**src/hw/pmet_pkg.sv**
```systemverilog
// Constants, register map and types of the power management event timers
package pmet_pkg;
  // Clock and time bases
  localparam int unsigned    CLK_NS      = 20;
  localparam int unsigned    CLK_KHZ     = 50_000;
  localparam int unsigned    FAST_MS     = 600;      // 0.6 seconds
  localparam int unsigned    SLOW_MS     = 75_000;   // 1.25 minutes
  localparam int unsigned    GEN_MS      = 300;      // 0.3 seconds
  localparam longint unsigned FAST_CYC   = longint'(FAST_MS) * CLK_KHZ;
  localparam longint unsigned SLOW_CYC   = longint'(SLOW_MS) * CLK_KHZ;
  localparam longint unsigned GEN_CYC    = longint'(GEN_MS) * CLK_KHZ;
  localparam int unsigned    TB_NS       = 35_000;   // 35 us unit
  localparam logic [11:0]    TB_CYC      = 12'((TB_NS + CLK_NS - 1) / CLK_NS);
  localparam logic [2:0]     PULSE_CYC   = 3'h4;     // Pulse length in clocks
  localparam logic [1:0]     INIT_GAP    = 2'h2;     // Quiet clocks after init

  // Register byte offsets
  localparam logic [11:0] OFF_CTRL   = 12'h000;
  localparam logic [11:0] OFF_TEN    = 12'h004;
  localparam logic [11:0] OFF_CMD    = 12'h008;
  localparam logic [11:0] OFF_RLD0   = 12'h010;
  localparam logic [11:0] OFF_MASK0  = 12'h020;
  localparam logic [11:0] OFF_THR    = 12'h030;
  localparam logic [11:0] OFF_BLK    = 12'h034;
  localparam logic [11:0] OFF_SEL    = 12'h038;
  localparam logic [11:0] OFF_STAT   = 12'h03c;
  localparam logic [11:0] OFF_STATE  = 12'h040;
  localparam logic [11:0] OFF_SWRLD  = 12'h08c;
  localparam logic [11:0] OFF_MBOX0  = 12'h0c8;

  // Control and command fields
  localparam int CTL_MGMT_EN = 0;
  localparam int CTL_FB_MODE = 1;
  localparam int CTL_IRQ_LO  = 2;
  localparam int CTL_THR_EN  = 4;
  localparam int CMD_SW_STOP = 0;
  localparam int CMD_SW_MGMT = 1;
  localparam int CMD_CLR_BLK = 2;
  localparam int CMD_UNBLK_X = 3;

  // Reset values
  localparam logic [4:0]  CTRL_RST = 5'h00;
  localparam logic [7:0]  CNT_RST  = 8'hff;
  localparam logic [8:0]  MASK_RST = 9'h1ff;
  localparam logic [14:0] SEL_RST  = 15'h0000;
  // Idle pin levels: NMI and break high, the rest low, so no false edge after reset
  localparam logic [12:0] SYNC_RST = 13'h1800;

  // System event lines (timer reload sources)
  localparam int EV_PCI = 0;
  localparam int EV_IOT = 1;
  localparam int EV_SER = 2;
  localparam int EV_PAR = 3;
  localparam int EV_DSK = 4;
  localparam int EV_KBD = 5;
  localparam int EV_DMA = 6;
  localparam int EV_IRQ = 7;
  localparam int EV_VID = 8;
  localparam int NEV    = 9;
  localparam int NSRC   = 15;

  // Timer indices
  localparam int T_FAST = 0;
  localparam int T_SLOW = 1;
  localparam int T_GEN  = 2;

  typedef enum logic [1:0] {
    G_IDLE  = 2'b00,
    G_PULSE = 2'b01,
    G_BLOCK = 2'b10
  } pmet_gen_t;
endpackage

```
**src/hw/pmet_top.sv**
```systemverilog
// Power management event timers, interrupt and stop-clock control with APB registers
// What this block does
// - Fast idle timer decrements every 0.6 seconds.
// - Slow idle timer decrements every 1.25 minutes.
// - Generic idle timer decrements every 0.3 seconds.
// - Timer expires only after its monitored events stay idle; any event fits any timer.
// - Per-timer mask picks which of nine system events reload it.
// - Enabling reloads the count; expiry becomes valid one clock later.
// - Timers run always; expiry is produced only while enabled.
// - A write to offset 8Ch reloads the idle timers like an event.
// - Expired state sticks until the timer is disabled; disabling clears it.
// - Any timer expiry can raise a management interrupt or stop-clock.
// - Fifteen listed sources can raise the management interrupt.
// - Stop-clock asserts on timer expiry, software trigger or throttle active expiry.
// - Stop-clock releases on break, IRQ, NMI, DMA, PCI request or throttle idle expiry.
// - Fallback mode raises one selectable IRQ line instead of the pulse.
// - No nested interrupts; new ones wait until the nesting block timer expires.
// - Throttle uses an active count and an idle count for stop-clock phases.
// - Throttle and nesting block timers count in 35 us units.
// - Four read/write mailbox registers.
// - Status bits show the cause; writing one clears, zero does nothing.
// - Management interrupt pulse lasts four clocks.
// - No management interrupt pulse during CPU init, nor within two clocks after it ends.
`timescale 1ns/1ps
`default_nettype none
module pmet_top
  import pmet_pkg::*;
#(
  parameter longint unsigned FAST_TICK = pmet_pkg::FAST_CYC,
  parameter longint unsigned SLOW_TICK = pmet_pkg::SLOW_CYC,
  parameter longint unsigned GEN_TICK  = pmet_pkg::GEN_CYC
) (
  input  wire logic        pclk,
  input  wire logic        presetn,
  input  wire logic        psel,
  input  wire logic        penable,
  input  wire logic        pwrite,
  input  wire logic [11:0] paddr,
  input  wire logic [31:0] pwdata,
  output logic      [31:0] prdata,
  output logic             pready,
  output logic             pslverr,
  input  wire logic [8:0]  sys_event,
  input  wire logic        gpio_event,
  input  wire logic        external_break_n,
  input  wire logic        nmi_n,
  input  wire logic        cpu_init,
  output logic             mgmt_int_n,
  output logic [3:0]       mgmt_fallback_irq,
  output logic             cpu_clock_halt_n
);
  import pmet_pkg::*;

  function automatic logic hit_wr(input logic [11:0] off, input logic [11:0] a,
                                  input logic wr);
    hit_wr = wr && (a == off);
  endfunction

  // Input synchronisers; stage 3 is only for edge detection
  logic [12:0] s1_r, s2_r, s3_r;
  always_ff @(posedge pclk or negedge presetn) begin
    if (!presetn) begin
      s1_r <= SYNC_RST;
      s2_r <= SYNC_RST;
      s3_r <= SYNC_RST;
    end else begin
      s1_r <= {nmi_n, external_break_n, gpio_event, cpu_init, sys_event};
      s2_r <= s1_r;
      s3_r <= s2_r;
    end
  end
  logic [8:0] ev_s, ev_rise;
  logic       init_s, gpio_rise, ext_rise, nmi_fall;
  assign ev_s      = s2_r[8:0];
  assign ev_rise   = s2_r[8:0] & ~s3_r[8:0];
  assign init_s    = s2_r[9];
  assign gpio_rise = s2_r[10] & ~s3_r[10];
  assign ext_rise  = s2_r[11] & ~s3_r[11];
  assign nmi_fall  = ~s2_r[12] & s3_r[12];

  // APB slave: zero wait, read data captured in the setup cycle
  logic wr_en;
  assign wr_en   = psel && penable && pwrite;
  assign pready  = psel && penable;

  logic [4:0]  ctrl_r;
  logic [2:0]  ten_r, ten_q, expired_r;
  logic [7:0]  rld_r [3];
  logic [8:0]  mask_r [3];
  logic [7:0]  on_cnt_r, off_cnt_r, blk_set_r;
  logic [14:0] sel_r, status_r;
  logic [31:0] mbox_r [4];
  logic [7:0]  cnt_r [3];
  logic        stop_r, ext_blk_r, fb_r;
  logic        cmd_sw_stop, cmd_sw_mgmt, cmd_clr_blk, cmd_unblk, sw_rld;
  pmet_gen_t   gen_r;

  assign cmd_sw_stop = hit_wr(OFF_CMD, paddr, wr_en) && pwdata[CMD_SW_STOP];
  assign cmd_sw_mgmt = hit_wr(OFF_CMD, paddr, wr_en) && pwdata[CMD_SW_MGMT];
  assign cmd_clr_blk = hit_wr(OFF_CMD, paddr, wr_en) && pwdata[CMD_CLR_BLK];
  assign cmd_unblk   = hit_wr(OFF_CMD, paddr, wr_en) && pwdata[CMD_UNBLK_X];
  assign sw_rld      = hit_wr(OFF_SWRLD, paddr, wr_en);

  logic [31:0] rdata_nxt;
  logic        hit;
  always_comb begin
    rdata_nxt = 32'h0;
    hit       = 1'b1;
    case (paddr)
      OFF_CTRL:          rdata_nxt = {27'h0, ctrl_r};
      OFF_TEN:           rdata_nxt = {25'h0, expired_r, 1'b0, ten_r};
      OFF_CMD:           rdata_nxt = 32'h0;
      OFF_RLD0:          rdata_nxt = {24'h0, rld_r[0]};
      OFF_RLD0 + 12'h4:  rdata_nxt = {24'h0, rld_r[1]};
      OFF_RLD0 + 12'h8:  rdata_nxt = {24'h0, rld_r[2]};
      OFF_MASK0:         rdata_nxt = {23'h0, mask_r[0]};
      OFF_MASK0 + 12'h4: rdata_nxt = {23'h0, mask_r[1]};
      OFF_MASK0 + 12'h8: rdata_nxt = {23'h0, mask_r[2]};
      OFF_THR:           rdata_nxt = {16'h0, off_cnt_r, on_cnt_r};
      OFF_BLK:           rdata_nxt = {24'h0, blk_set_r};
      OFF_SEL:           rdata_nxt = {17'h0, sel_r};
      OFF_STAT:          rdata_nxt = {17'h0, status_r};
      OFF_STATE:         rdata_nxt = {3'h0, fb_r, ext_blk_r, stop_r, gen_r,
                                      cnt_r[2], cnt_r[1], cnt_r[0]};
      OFF_SWRLD:         rdata_nxt = 32'h0;
      OFF_MBOX0:         rdata_nxt = mbox_r[0];
      OFF_MBOX0 + 12'h4: rdata_nxt = mbox_r[1];
      OFF_MBOX0 + 12'h8: rdata_nxt = mbox_r[2];
      OFF_MBOX0 + 12'hc: rdata_nxt = mbox_r[3];
      default:           hit       = 1'b0;
    endcase
  end
  assign pslverr = psel && penable && !hit;

  always_ff @(posedge pclk or negedge presetn) begin
    if (!presetn) begin
      prdata <= 32'h0;
    end else if (psel && !penable) begin
      prdata <= rdata_nxt;
    end
  end

  // Plain configuration registers
  always_ff @(posedge pclk or negedge presetn) begin
    if (!presetn) begin
      ctrl_r    <= CTRL_RST;
      ten_r     <= 3'h0;
      on_cnt_r  <= CNT_RST;
      off_cnt_r <= CNT_RST;
      blk_set_r <= CNT_RST;
      sel_r     <= SEL_RST;
      for (int i = 0; i < 3; i++) begin
        rld_r[i]  <= CNT_RST;
        mask_r[i] <= MASK_RST;
      end
      for (int i = 0; i < 4; i++) begin
        mbox_r[i] <= 32'h0;
      end
    end else begin
      if (hit_wr(OFF_CTRL, paddr, wr_en)) ctrl_r <= pwdata[4:0];
      if (hit_wr(OFF_TEN, paddr, wr_en)) ten_r <= pwdata[2:0];
      if (hit_wr(OFF_THR, paddr, wr_en)) begin
        on_cnt_r  <= pwdata[7:0];
        off_cnt_r <= pwdata[15:8];
      end
      if (hit_wr(OFF_BLK, paddr, wr_en)) blk_set_r <= pwdata[7:0];
      if (hit_wr(OFF_SEL, paddr, wr_en)) sel_r <= pwdata[14:0];
      for (int i = 0; i < 3; i++) begin
        if (hit_wr(OFF_RLD0 + 12'(4 * i), paddr, wr_en)) rld_r[i] <= pwdata[7:0];
        if (hit_wr(OFF_MASK0 + 12'(4 * i), paddr, wr_en)) mask_r[i] <= pwdata[8:0];
      end
      for (int i = 0; i < 4; i++) begin
        if (hit_wr(OFF_MBOX0 + 12'(4 * i), paddr, wr_en)) mbox_r[i] <= pwdata;
      end
    end
  end

  // Time bases: one-cycle enables from free dividers
  logic [63:0] div_r [3];
  logic [11:0] tb_div_r;
  logic [2:0]  tick;
  logic        tb_tick;
  localparam longint unsigned TICKS [3] = '{FAST_TICK, SLOW_TICK, GEN_TICK};
  always_ff @(posedge pclk or negedge presetn) begin
    if (!presetn) begin
      for (int i = 0; i < 3; i++) div_r[i] <= 64'h0;
      tb_div_r <= 12'h0;
    end else begin
      for (int i = 0; i < 3; i++) begin
        div_r[i] <= tick[i] ? 64'h0 : div_r[i] + 64'h1;
      end
      tb_div_r <= tb_tick ? 12'h0 : tb_div_r + 12'h1;
    end
  end
  always_comb begin
    for (int i = 0; i < 3; i++) tick[i] = (div_r[i] == TICKS[i] - 64'h1);
  end
  assign tb_tick = (tb_div_r == TB_CYC - 12'h1);

  // Idle timers: free running, gated expiry
  logic [2:0] en_rise, en_valid, reload, exp_set;
  assign en_rise  = ten_r & ~ten_q;
  assign en_valid = ten_r & ten_q;
  always_comb begin
    for (int i = 0; i < 3; i++) begin
      reload[i]  = en_rise[i] || sw_rld || |(ev_s & mask_r[i]);
      exp_set[i] = en_valid[i] && !expired_r[i] && !reload[i] && cnt_r[i] == 8'h0;
    end
  end
  always_ff @(posedge pclk or negedge presetn) begin
    if (!presetn) begin
      ten_q     <= 3'h0;
      expired_r <= 3'h0;
      for (int i = 0; i < 3; i++) cnt_r[i] <= CNT_RST;
    end else begin
      ten_q     <= ten_r;
      expired_r <= (expired_r | exp_set) & ten_r;
      for (int i = 0; i < 3; i++) begin
        if (reload[i]) cnt_r[i] <= rld_r[i];
        else if (tick[i] && cnt_r[i] != 8'h0) cnt_r[i] <= cnt_r[i] - 8'h1;
      end
    end
  end

  // External break: rising edge, then ignored until software unblocks it
  logic ext_evt;
  assign ext_evt = ext_rise && !ext_blk_r;
  always_ff @(posedge pclk or negedge presetn) begin
    if (!presetn) ext_blk_r <= 1'b0;
    else if (ext_evt) ext_blk_r <= 1'b1;
    else if (cmd_unblk) ext_blk_r <= 1'b0;
  end

  // Management event status; a new event wins over a clearing write
  logic [14:0] src;
  assign src = {gpio_rise, ev_rise[EV_IRQ], exp_set[T_SLOW], exp_set[T_GEN],
                exp_set[T_FAST], ev_rise[EV_SER], ev_rise[EV_PAR], ev_rise[EV_VID],
                ev_rise[EV_DSK], ev_rise[EV_KBD], ext_evt, cmd_sw_mgmt,
                ev_rise[EV_IOT], ev_rise[EV_PCI], ev_rise[EV_DMA]};
  always_ff @(posedge pclk or negedge presetn) begin
    if (!presetn) begin
      status_r <= 15'h0;
    end else begin
      status_r <= (status_r & ~(hit_wr(OFF_STAT, paddr, wr_en) ? pwdata[14:0] : 15'h0))
                  | (src & sel_r & {NSRC{ctrl_r[CTL_MGMT_EN]}});
    end
  end

  // Interrupt generator with nesting block and init qualification
  logic       req, start;
  logic [2:0] pcnt_r;
  logic [1:0] gap_r;
  logic [7:0] blk_cnt_r;
  logic       blk_arm_r;
  assign req   = |status_r && ctrl_r[CTL_MGMT_EN];
  assign start = gen_r == G_IDLE && req && (ctrl_r[CTL_FB_MODE] ||
                 (!init_s && gap_r == 2'h0));

  always_ff @(posedge pclk or negedge presetn) begin
    if (!presetn) gap_r <= 2'h0;
    else if (init_s) gap_r <= INIT_GAP;
    else if (gap_r != 2'h0) gap_r <= gap_r - 2'h1;
  end

  always_ff @(posedge pclk or negedge presetn) begin
    if (!presetn) begin
      gen_r     <= G_IDLE;
      pcnt_r    <= 3'h0;
      blk_cnt_r <= 8'h0;
      blk_arm_r <= 1'b0;
    end else begin
      if (cmd_clr_blk) blk_arm_r <= 1'b1;
      case (gen_r)
        G_IDLE: begin
          if (start) begin
            gen_r     <= ctrl_r[CTL_FB_MODE] ? G_BLOCK : G_PULSE;
            pcnt_r    <= 3'h1;
            blk_cnt_r <= blk_set_r;
            blk_arm_r <= 1'b0;
          end
        end
        G_PULSE: begin
          pcnt_r <= pcnt_r + 3'h1;
          // Init wins: the pulse is cut short, never stretched
          if (init_s || pcnt_r == PULSE_CYC) gen_r <= G_BLOCK;
        end
        G_BLOCK: begin
          if (blk_arm_r && blk_cnt_r == 8'h0) gen_r <= G_IDLE;
          else if (blk_arm_r && tb_tick) blk_cnt_r <= blk_cnt_r - 8'h1;
        end
        default: gen_r <= G_IDLE;
      endcase
    end
  end
  assign mgmt_int_n = !(gen_r == G_PULSE && !init_s);

  // Fallback IRQ level: not init-qualified, held while causes stay set
  always_ff @(posedge pclk or negedge presetn) begin
    if (!presetn) begin
      fb_r              <= 1'b0;
      mgmt_fallback_irq <= 4'h0;
    end else begin
      fb_r <= req && ctrl_r[CTL_FB_MODE] && (fb_r || start);
      mgmt_fallback_irq <= (req && ctrl_r[CTL_FB_MODE] && (fb_r || start))
                           ? (4'h1 << ctrl_r[CTL_IRQ_LO +: 2]) : 4'h0;
    end
  end

  // Throttling timer and stop-clock
  logic [7:0] thr_cnt_r;
  logic       stop_q, thr_on_exp, thr_off_exp, thr_due, stop_set, stop_clr;
  assign thr_due     = ctrl_r[CTL_THR_EN] && stop_r == stop_q && thr_cnt_r == 8'h0
                       && tb_tick;
  assign thr_on_exp  = thr_due && !stop_r;
  assign thr_off_exp = thr_due && stop_r;
  assign stop_set = |exp_set || cmd_sw_stop || thr_on_exp;
  assign stop_clr = ext_evt || ev_rise[EV_IRQ] || nmi_fall || ev_rise[EV_DMA]
                    || ev_rise[EV_PCI] || thr_off_exp;

  always_ff @(posedge pclk or negedge presetn) begin
    if (!presetn) begin
      stop_r    <= 1'b0;
      stop_q    <= 1'b0;
      thr_cnt_r <= CNT_RST;
    end else begin
      stop_q <= stop_r;
      // Wake events take priority so a stuck assert source cannot lock the CPU
      if (stop_clr) stop_r <= 1'b0;
      else if (stop_set) stop_r <= 1'b1;
      if (!ctrl_r[CTL_THR_EN]) thr_cnt_r <= on_cnt_r;
      else if (stop_r != stop_q) thr_cnt_r <= stop_r ? off_cnt_r : on_cnt_r;
      else if (!stop_r && |ev_s) thr_cnt_r <= on_cnt_r;
      else if (tb_tick && thr_cnt_r != 8'h0) thr_cnt_r <= thr_cnt_r - 8'h1;
    end
  end
  assign cpu_clock_halt_n = !stop_r;

  // Checks
  property p_pulse_len;
    @(posedge pclk) disable iff (!presetn || init_s)
    $fell(mgmt_int_n) |-> !mgmt_int_n [*4] ##1 mgmt_int_n;
  endproperty
  a_pulse_len: assert property (p_pulse_len) else $error("pulse not four clocks");

  property p_init_quiet;
    @(posedge pclk) disable iff (!presetn) init_s |-> mgmt_int_n;
  endproperty
  a_init_quiet: assert property (p_init_quiet) else $error("interrupt during init");

  property p_init_gap;
    @(posedge pclk) disable iff (!presetn) $fell(init_s) |-> mgmt_int_n [*3];
  endproperty
  a_init_gap: assert property (p_init_gap) else $error("interrupt too soon after init");

  property p_no_nest;
    @(posedge pclk) disable iff (!presetn)
    $fell(mgmt_int_n) |-> $past(gen_r) == G_IDLE;
  endproperty
  a_no_nest: assert property (p_no_nest) else $error("nested interrupt");

  property p_en_delay;
    @(posedge pclk) disable iff (!presetn) |en_rise |=> (exp_set & $past(en_rise)) == 3'h0;
  endproperty
  a_en_delay: assert property (p_en_delay) else $error("expiry right after enable");

  property p_exp_gated;
    @(posedge pclk) disable iff (!presetn) (exp_set & ~ten_r) == 3'h0;
  endproperty
  a_exp_gated: assert property (p_exp_gated) else $error("expiry while disabled");

  property p_sticky;
    @(posedge pclk) disable iff (!presetn)
    expired_r[T_FAST] && ten_r[T_FAST] |=> expired_r[T_FAST] || !$past(ten_r[T_FAST], 1);
  endproperty
  a_sticky: assert property (p_sticky) else $error("expired state lost");

  property p_stop_on;
    @(posedge pclk) disable iff (!presetn) stop_set && !stop_clr |=> !cpu_clock_halt_n;
  endproperty
  a_stop_on: assert property (p_stop_on) else $error("stop-clock not asserted");

  property p_stop_off;
    @(posedge pclk) disable iff (!presetn) stop_clr |=> cpu_clock_halt_n;
  endproperty
  a_stop_off: assert property (p_stop_off) else $error("stop-clock not released");

  property p_w1c;
    @(posedge pclk) disable iff (!presetn)
    |($past(status_r) & ~status_r) |-> $past(hit_wr(OFF_STAT, paddr, wr_en));
  endproperty
  a_w1c: assert property (p_w1c) else $error("status cleared without write");

  property p_reload;
    @(posedge pclk) disable iff (!presetn)
    reload[T_GEN] |=> cnt_r[T_GEN] == $past(rld_r[T_GEN]);
  endproperty
  a_reload: assert property (p_reload) else $error("timer not reloaded");

  property p_cov_pulse;
    @(posedge pclk) $fell(mgmt_int_n);
  endproperty
  c_cov_pulse: cover property (p_cov_pulse);

  property p_cov_thr;
    @(posedge pclk) thr_off_exp;
  endproperty
  c_cov_thr: cover property (p_cov_thr);

  property p_cov_fb;
    @(posedge pclk) |mgmt_fallback_irq;
  endproperty
  c_cov_fb: cover property (p_cov_fb);
endmodule
`default_nettype wire

```
**config.mk**
```make
export PLATFORM = sky130hd
export DESIGN_NAME = pmet_top
export DESIGN_NICKNAME = d
export VERILOG_FILES = /design/src/hw/pmet_pkg.sv /design/src/hw/pmet_top.sv
export SDC_FILE = /design/constraint.sdc
export NUM_CORES = 1
export LEC_CHECK = 0
export BUFFER_PORTS_ARGS = -buffer_cell sky130_fd_sc_hd__buf_2
export CAP_MARGIN = 15
export CORE_MARGIN = 4
export CORE_UTILIZATION = 45
export CTS_BUF_LIST = sky130_fd_sc_hd__clkbuf_4 sky130_fd_sc_hd__clkbuf_8 sky130_fd_sc_hd__clkbuf_16
export CTS_CLUSTER_DIAMETER = 200
export DETAILED_ROUTE_END_ITERATION = 8
export SLEW_MARGIN = 20
export SYNTH_ARGS = -nofsm -noshare
export SYNTH_HDL_FRONTEND = slang
export SYNTH_SLANG_ARGS = --single-unit
```
**constraint.sdc**
```tcl
create_clock -name pclk -period 3.2 [get_ports pclk]
set_input_delay 0 -clock pclk [delete_from_list [all_inputs] [get_ports pclk]]
set_output_delay 0 -clock pclk [all_outputs]
set_load 0.005 [all_outputs]
```
==> PnR_summary.wiki <==
{| class="wikitable"
! Metric !! Value
|-
| Count of instances resized after the clock tree is built || 0
|-
| Area of combinational cells with multiple inputs || 12500 um2
|-
| Final clock skew || 0.0216 ns
|-
| Highest-delay cell along the critical path || nor4_1
|-
| Most frequent cells after synthesis || 464 x dfrtp_1, 186 x nor2_1, 177 x mux2_2
|-
| Clock tree root driver cell || clkbuf_16
|-
| Gate count of the mapped netlist || 2504
|-
| Cell Rows || 90
|-
| Number of flops mapped to enable cells by yosys || 0
|-
| Nets || 2757
|-
| Vias per std cell || 6.15
|-
| Initial antenna violation count || 3
|-
| Inserted Clock Buffers || 66
|-
| Number of flip-flops and latches in the synthesized netlist || 577
|-
| Synth area leader || dfrtp_1
|-
| Final worst path period need || 2.72 ns
|-
| Core area || 60700 um2
|-
| Post-Synthesis Mean Instance Area || 11.1 um2
|-
| Largest stage delay, worst path || 0.67 ns
|-
| Total of fill cells in the finished design || 5294
|-
| Clock insertion delay at the later pin of the skew report || 0.60 ns
|-
| Clk pwr share || 49.3%
|-
| Sum of negative setup slack || 0 ns
|-
| DRC errors left || 0
|-
| Violation count after the first detailed-routing iteration || 1879
|-
| MaxCap Viol Count || 0
|-
| Top area cells in the synthesized netlist || dfrtp_1 42%, dfstp_2 11%, mux2_2 7.2%, xor2_1 3.3%, xnor2_1 3.0%
|-
| Number of H-tree levels || 3
|-
| Crit. End Element || flip-flop
|-
| Minimum hold slack || 0.0239 ns
|-
| Reg2reg path depth || 5
|-
| Starting Density || 45.8%
|-
| Power share of the sequential group || 45.9%
|-
| Area share of the largest cell type after synthesis || 41.8%
|-
| Worst slack at placement || 0.605 ns
|-
| Share of final-layout standard cells stronger than drive strength 1 || 23.8%
|-
| RR Endpoint || blk_cnt_r[7]
|-
| Switching component of the power || 3.74 mW
|-
| Peak ir drop on the vdd network || 310 uV
|-
| Total via count in the routed design || 21600
|-
| Logic pwr share || 4.8%
|-
| Switching Share || 22.4%
|-
| CP Buf/Inv Count || 0
|-
| Tightest Hold Check Type || in2async
|-
| Endpoint required time on the critical path || 3.69 ns
|-
| Worst slew margin || 31.4%
|-
| GP Congestion || 1.04
|-
| CTS tree || done
|-
| RSZ-0062 raised after global routing || false
|-
| Final design utilization || 53.4%
|-
| Proportion of synthesized chip area in sequential cells || 52.5%
|-
| Critical path startpoint category || flip-flop
|-
| Number of buffers added for setup after CTS || 0
|-
| Worst setup margin || 0.479 ns
|-
| Overall routed net length || 83.1 mm
|-
| Final setup violation count || 0
|-
| Setup CP Type || reg2reg
|-
| Number of distinct library cell variants in the gate-level netlist after synthesis || 89
|-
| Setup slack of the most critical reg-to-reg path || 0.48 ns
|-
| Die X-Extent || 256 um
|-
| Pin count of the biggest net entering global routing || 96
|-
| Most frequently used cell type in the post-synthesis netlist || dfrtp_1
|-
| Placed wire-length estimate after detailed placement || 57.9 mm
|-
| Largest fanout on the critical path || 8
|-
| Run status || finished clean
|-
| Reg2Reg Launch Point || status_r[14]
|-
| Die Ht || 256 um
|-
| Worst Path Arrival || 3.21 ns
|-
| Synthesized net count || 2580
|-
| Number of input and output port buffers inserted || 101
|-
| Internal power contribution || 12.9 mW
|-
| Post-detailed-route count of antenna-violating nets || 0
|-
| Pwr/cell area || 515 nW/um2
|-
| Cell family contributing the most delay on the critical path || compound AO/OA/AOI/OAI gates
|-
| Leak pwr || 14.5 nW
|-
| Area growth from synthesis to final layout || 16.7%
|-
| Vias in the first global route || 21400
|-
| Final Hold Viols || 0
|-
| Number of iterations in the first detailed-routing pass || 8
|-
| Syn. warnings || 0
|-
| Netlist area before placement || 27800 um2
|-
| Cells along the critical path || nor4_1 > nand4_1 > o2111ai_1 > a21oi_2 > a221oi_1
|-
| Post-CTS Hold Fix Bufs || 49
|-
| Primary FF master, synth || dfrtp_1
|-
| Worst-path clk slew || 0.06 ns
|-
| Tcrit/Tclk final || 85.0%
|-
| Sinks on Clock Net || 577
|-
| Wire length per cell after detailed routing || 23.6 um
|-
| Number of pins exceeding their max-slew limit in the final report || 0
|-
| Share of flip-flops with an asynchronous set or reset || 100%
|-
| Slew at the pin closest to its max-slew limit || 1.02 ns
|-
| Fmax || 368 MHz
|-
| Leftover overflow at the end of global routing || 0
|-
| Reg area || 14600 um2
|-
| Buffer depth of the longest clock path || 3
|-
| Top Ports || 102
|-
| First-pass GRT wire length || 129 mm
|-
| Total routing usage reported by global routing || 24.9%
|-
| Die Area || 65800 um2
|}
[registers in the layout (all words and copies together) (netlist names), 15 cells and up]
register,cells
mask_r,27
rld_r,24
prdata,32
mbox_r,128
cnt_r,24
status_r,15
div_r,192
sel_r,15
[cells in the final DEF, fill, tap and decap left out, types with 15 or more instances in the layout]
master         instances
dfrtp_1              464
nor2_1               185
mux2_2               177
nand2_1              168
nand3_1              115
dfstp_2              113
xor2_1               104
buf_2                100
xnor2_1               94
nor4_1                77
nor3_1                76
nand4_1               75
buf_4                 75
clkbuf_16             71
mux2_1                60
a22oi_1               55
a31oi_1               54
inv_1                 52
dlygate4sd3_1         49
and3_1                44
a21oi_1               34
o21ai_0               27
or3_1                 20
o31ai_1               20
a221oi_1              19
nor2b_1               18
and4_1                18
mux2i_1               18
a222oi_1              18
or4_1                 17
and2_1                16
clkbuf_8              15
clkbuf_4              15
[metrics by stage]
| stage | area (um2) | total power [mW] | instances |
|---|---|---|---|
| 6_report | 32400 | 16.7 | 3518 |
| 5_1_grt | 32400 | 17.2 | 3518 |
| 4_1_cts | 32400 | 16.9 | 3516 |
| 3_5_place_dp | 29500 | 8.53 | 3346 |
| 3_3_place_gp | 29500 | 8.51 | 3346 |
| 2_1_floorplan | 27800 | 8.00 | 2504 |
[power by group through the flow]
| stage | Combinational (mW) | Sequential, mW | Clock [mW] |
|---|---|---|---|
| 6_report | 0.803 | 7.65 | 8.22 |
| 3_5_place_dp | 0.759 | 7.77 | 0 |
| 2_1_floorplan | 0.314 | 7.69 | 0 |
| 5_1_grt | 0.880 | 7.66 | 8.70 |
| 3_3_place_gp | 0.743 | 7.77 | 0 |
| 4_1_cts | 0.806 | 7.64 | 8.40 |
[cell type report]
cell class / count / area share, %
clock inverters: 20 / 0.938
clock buffers: 101 / 6.47
inverters: 53 / 0.614
flip-flops and latches: 577 / 45.0
well taps: 782 / 3.02
diodes: 2 / 0.0154
multi-input cells: 1749 / 38.6
repair buffers: 234 / 5.40
[routing by layer]
layer,vias up,track usage (%),part of all wire (%)
met5,-,0,0
met4,0,9.73,4.2
met3,184,4.32,6.4
met2,771,38.1,45
met1,11100,35.6,45
li1,9603,-,-
[worst register-to-register path, stage by stage (launching register included)]
cell,delay [ns]
dfrtp_1,0.49
nor4_1,0.67
nand4_1,0.38
o2111ai_1,0.45
a21oi_2,0.28
a221oi_1,0.35
[worst max path at each step]
stage / start / endpoint / slack [ns] / cells after the start
floorplan: tb_div_r[1] / thr_cnt_r[1] / 0.93 / 8
global placement: div_r[71] / cnt_r[11] / 0.65 / 5
detailed placement: div_r[115] / cnt_r[13] / 0.60 / 5
CTS: div_r[112] / cnt_r[10] / 0.58 / 5
global route: div_r[167] / cnt_r[21] / 0.41 / 5
finish: status_r[14] / blk_cnt_r[7] / 0.48 / 5
[logic make-up (layout without fill, tap and decap cells)]
kind of cell / count (synthesis) / in the layout / share of synthesized area, %
buffers and inverters: 178 / 408 / 2.70
other: 0 / 2 / 0
AND/OR/NAND/NOR: 945 / 945 / 18.6
multiplexers: 255 / 255 / 10.3
XOR/XNOR: 198 / 198 / 6.24
flip-flops: 577 / 577 / 52.5
adder cells (fa/ha/maj): 14 / 14 / 0.631
AO/OA/AOI/OAI: 337 / 337 / 9.04
No activity file was read; power rests on OpenSTA's default activity.
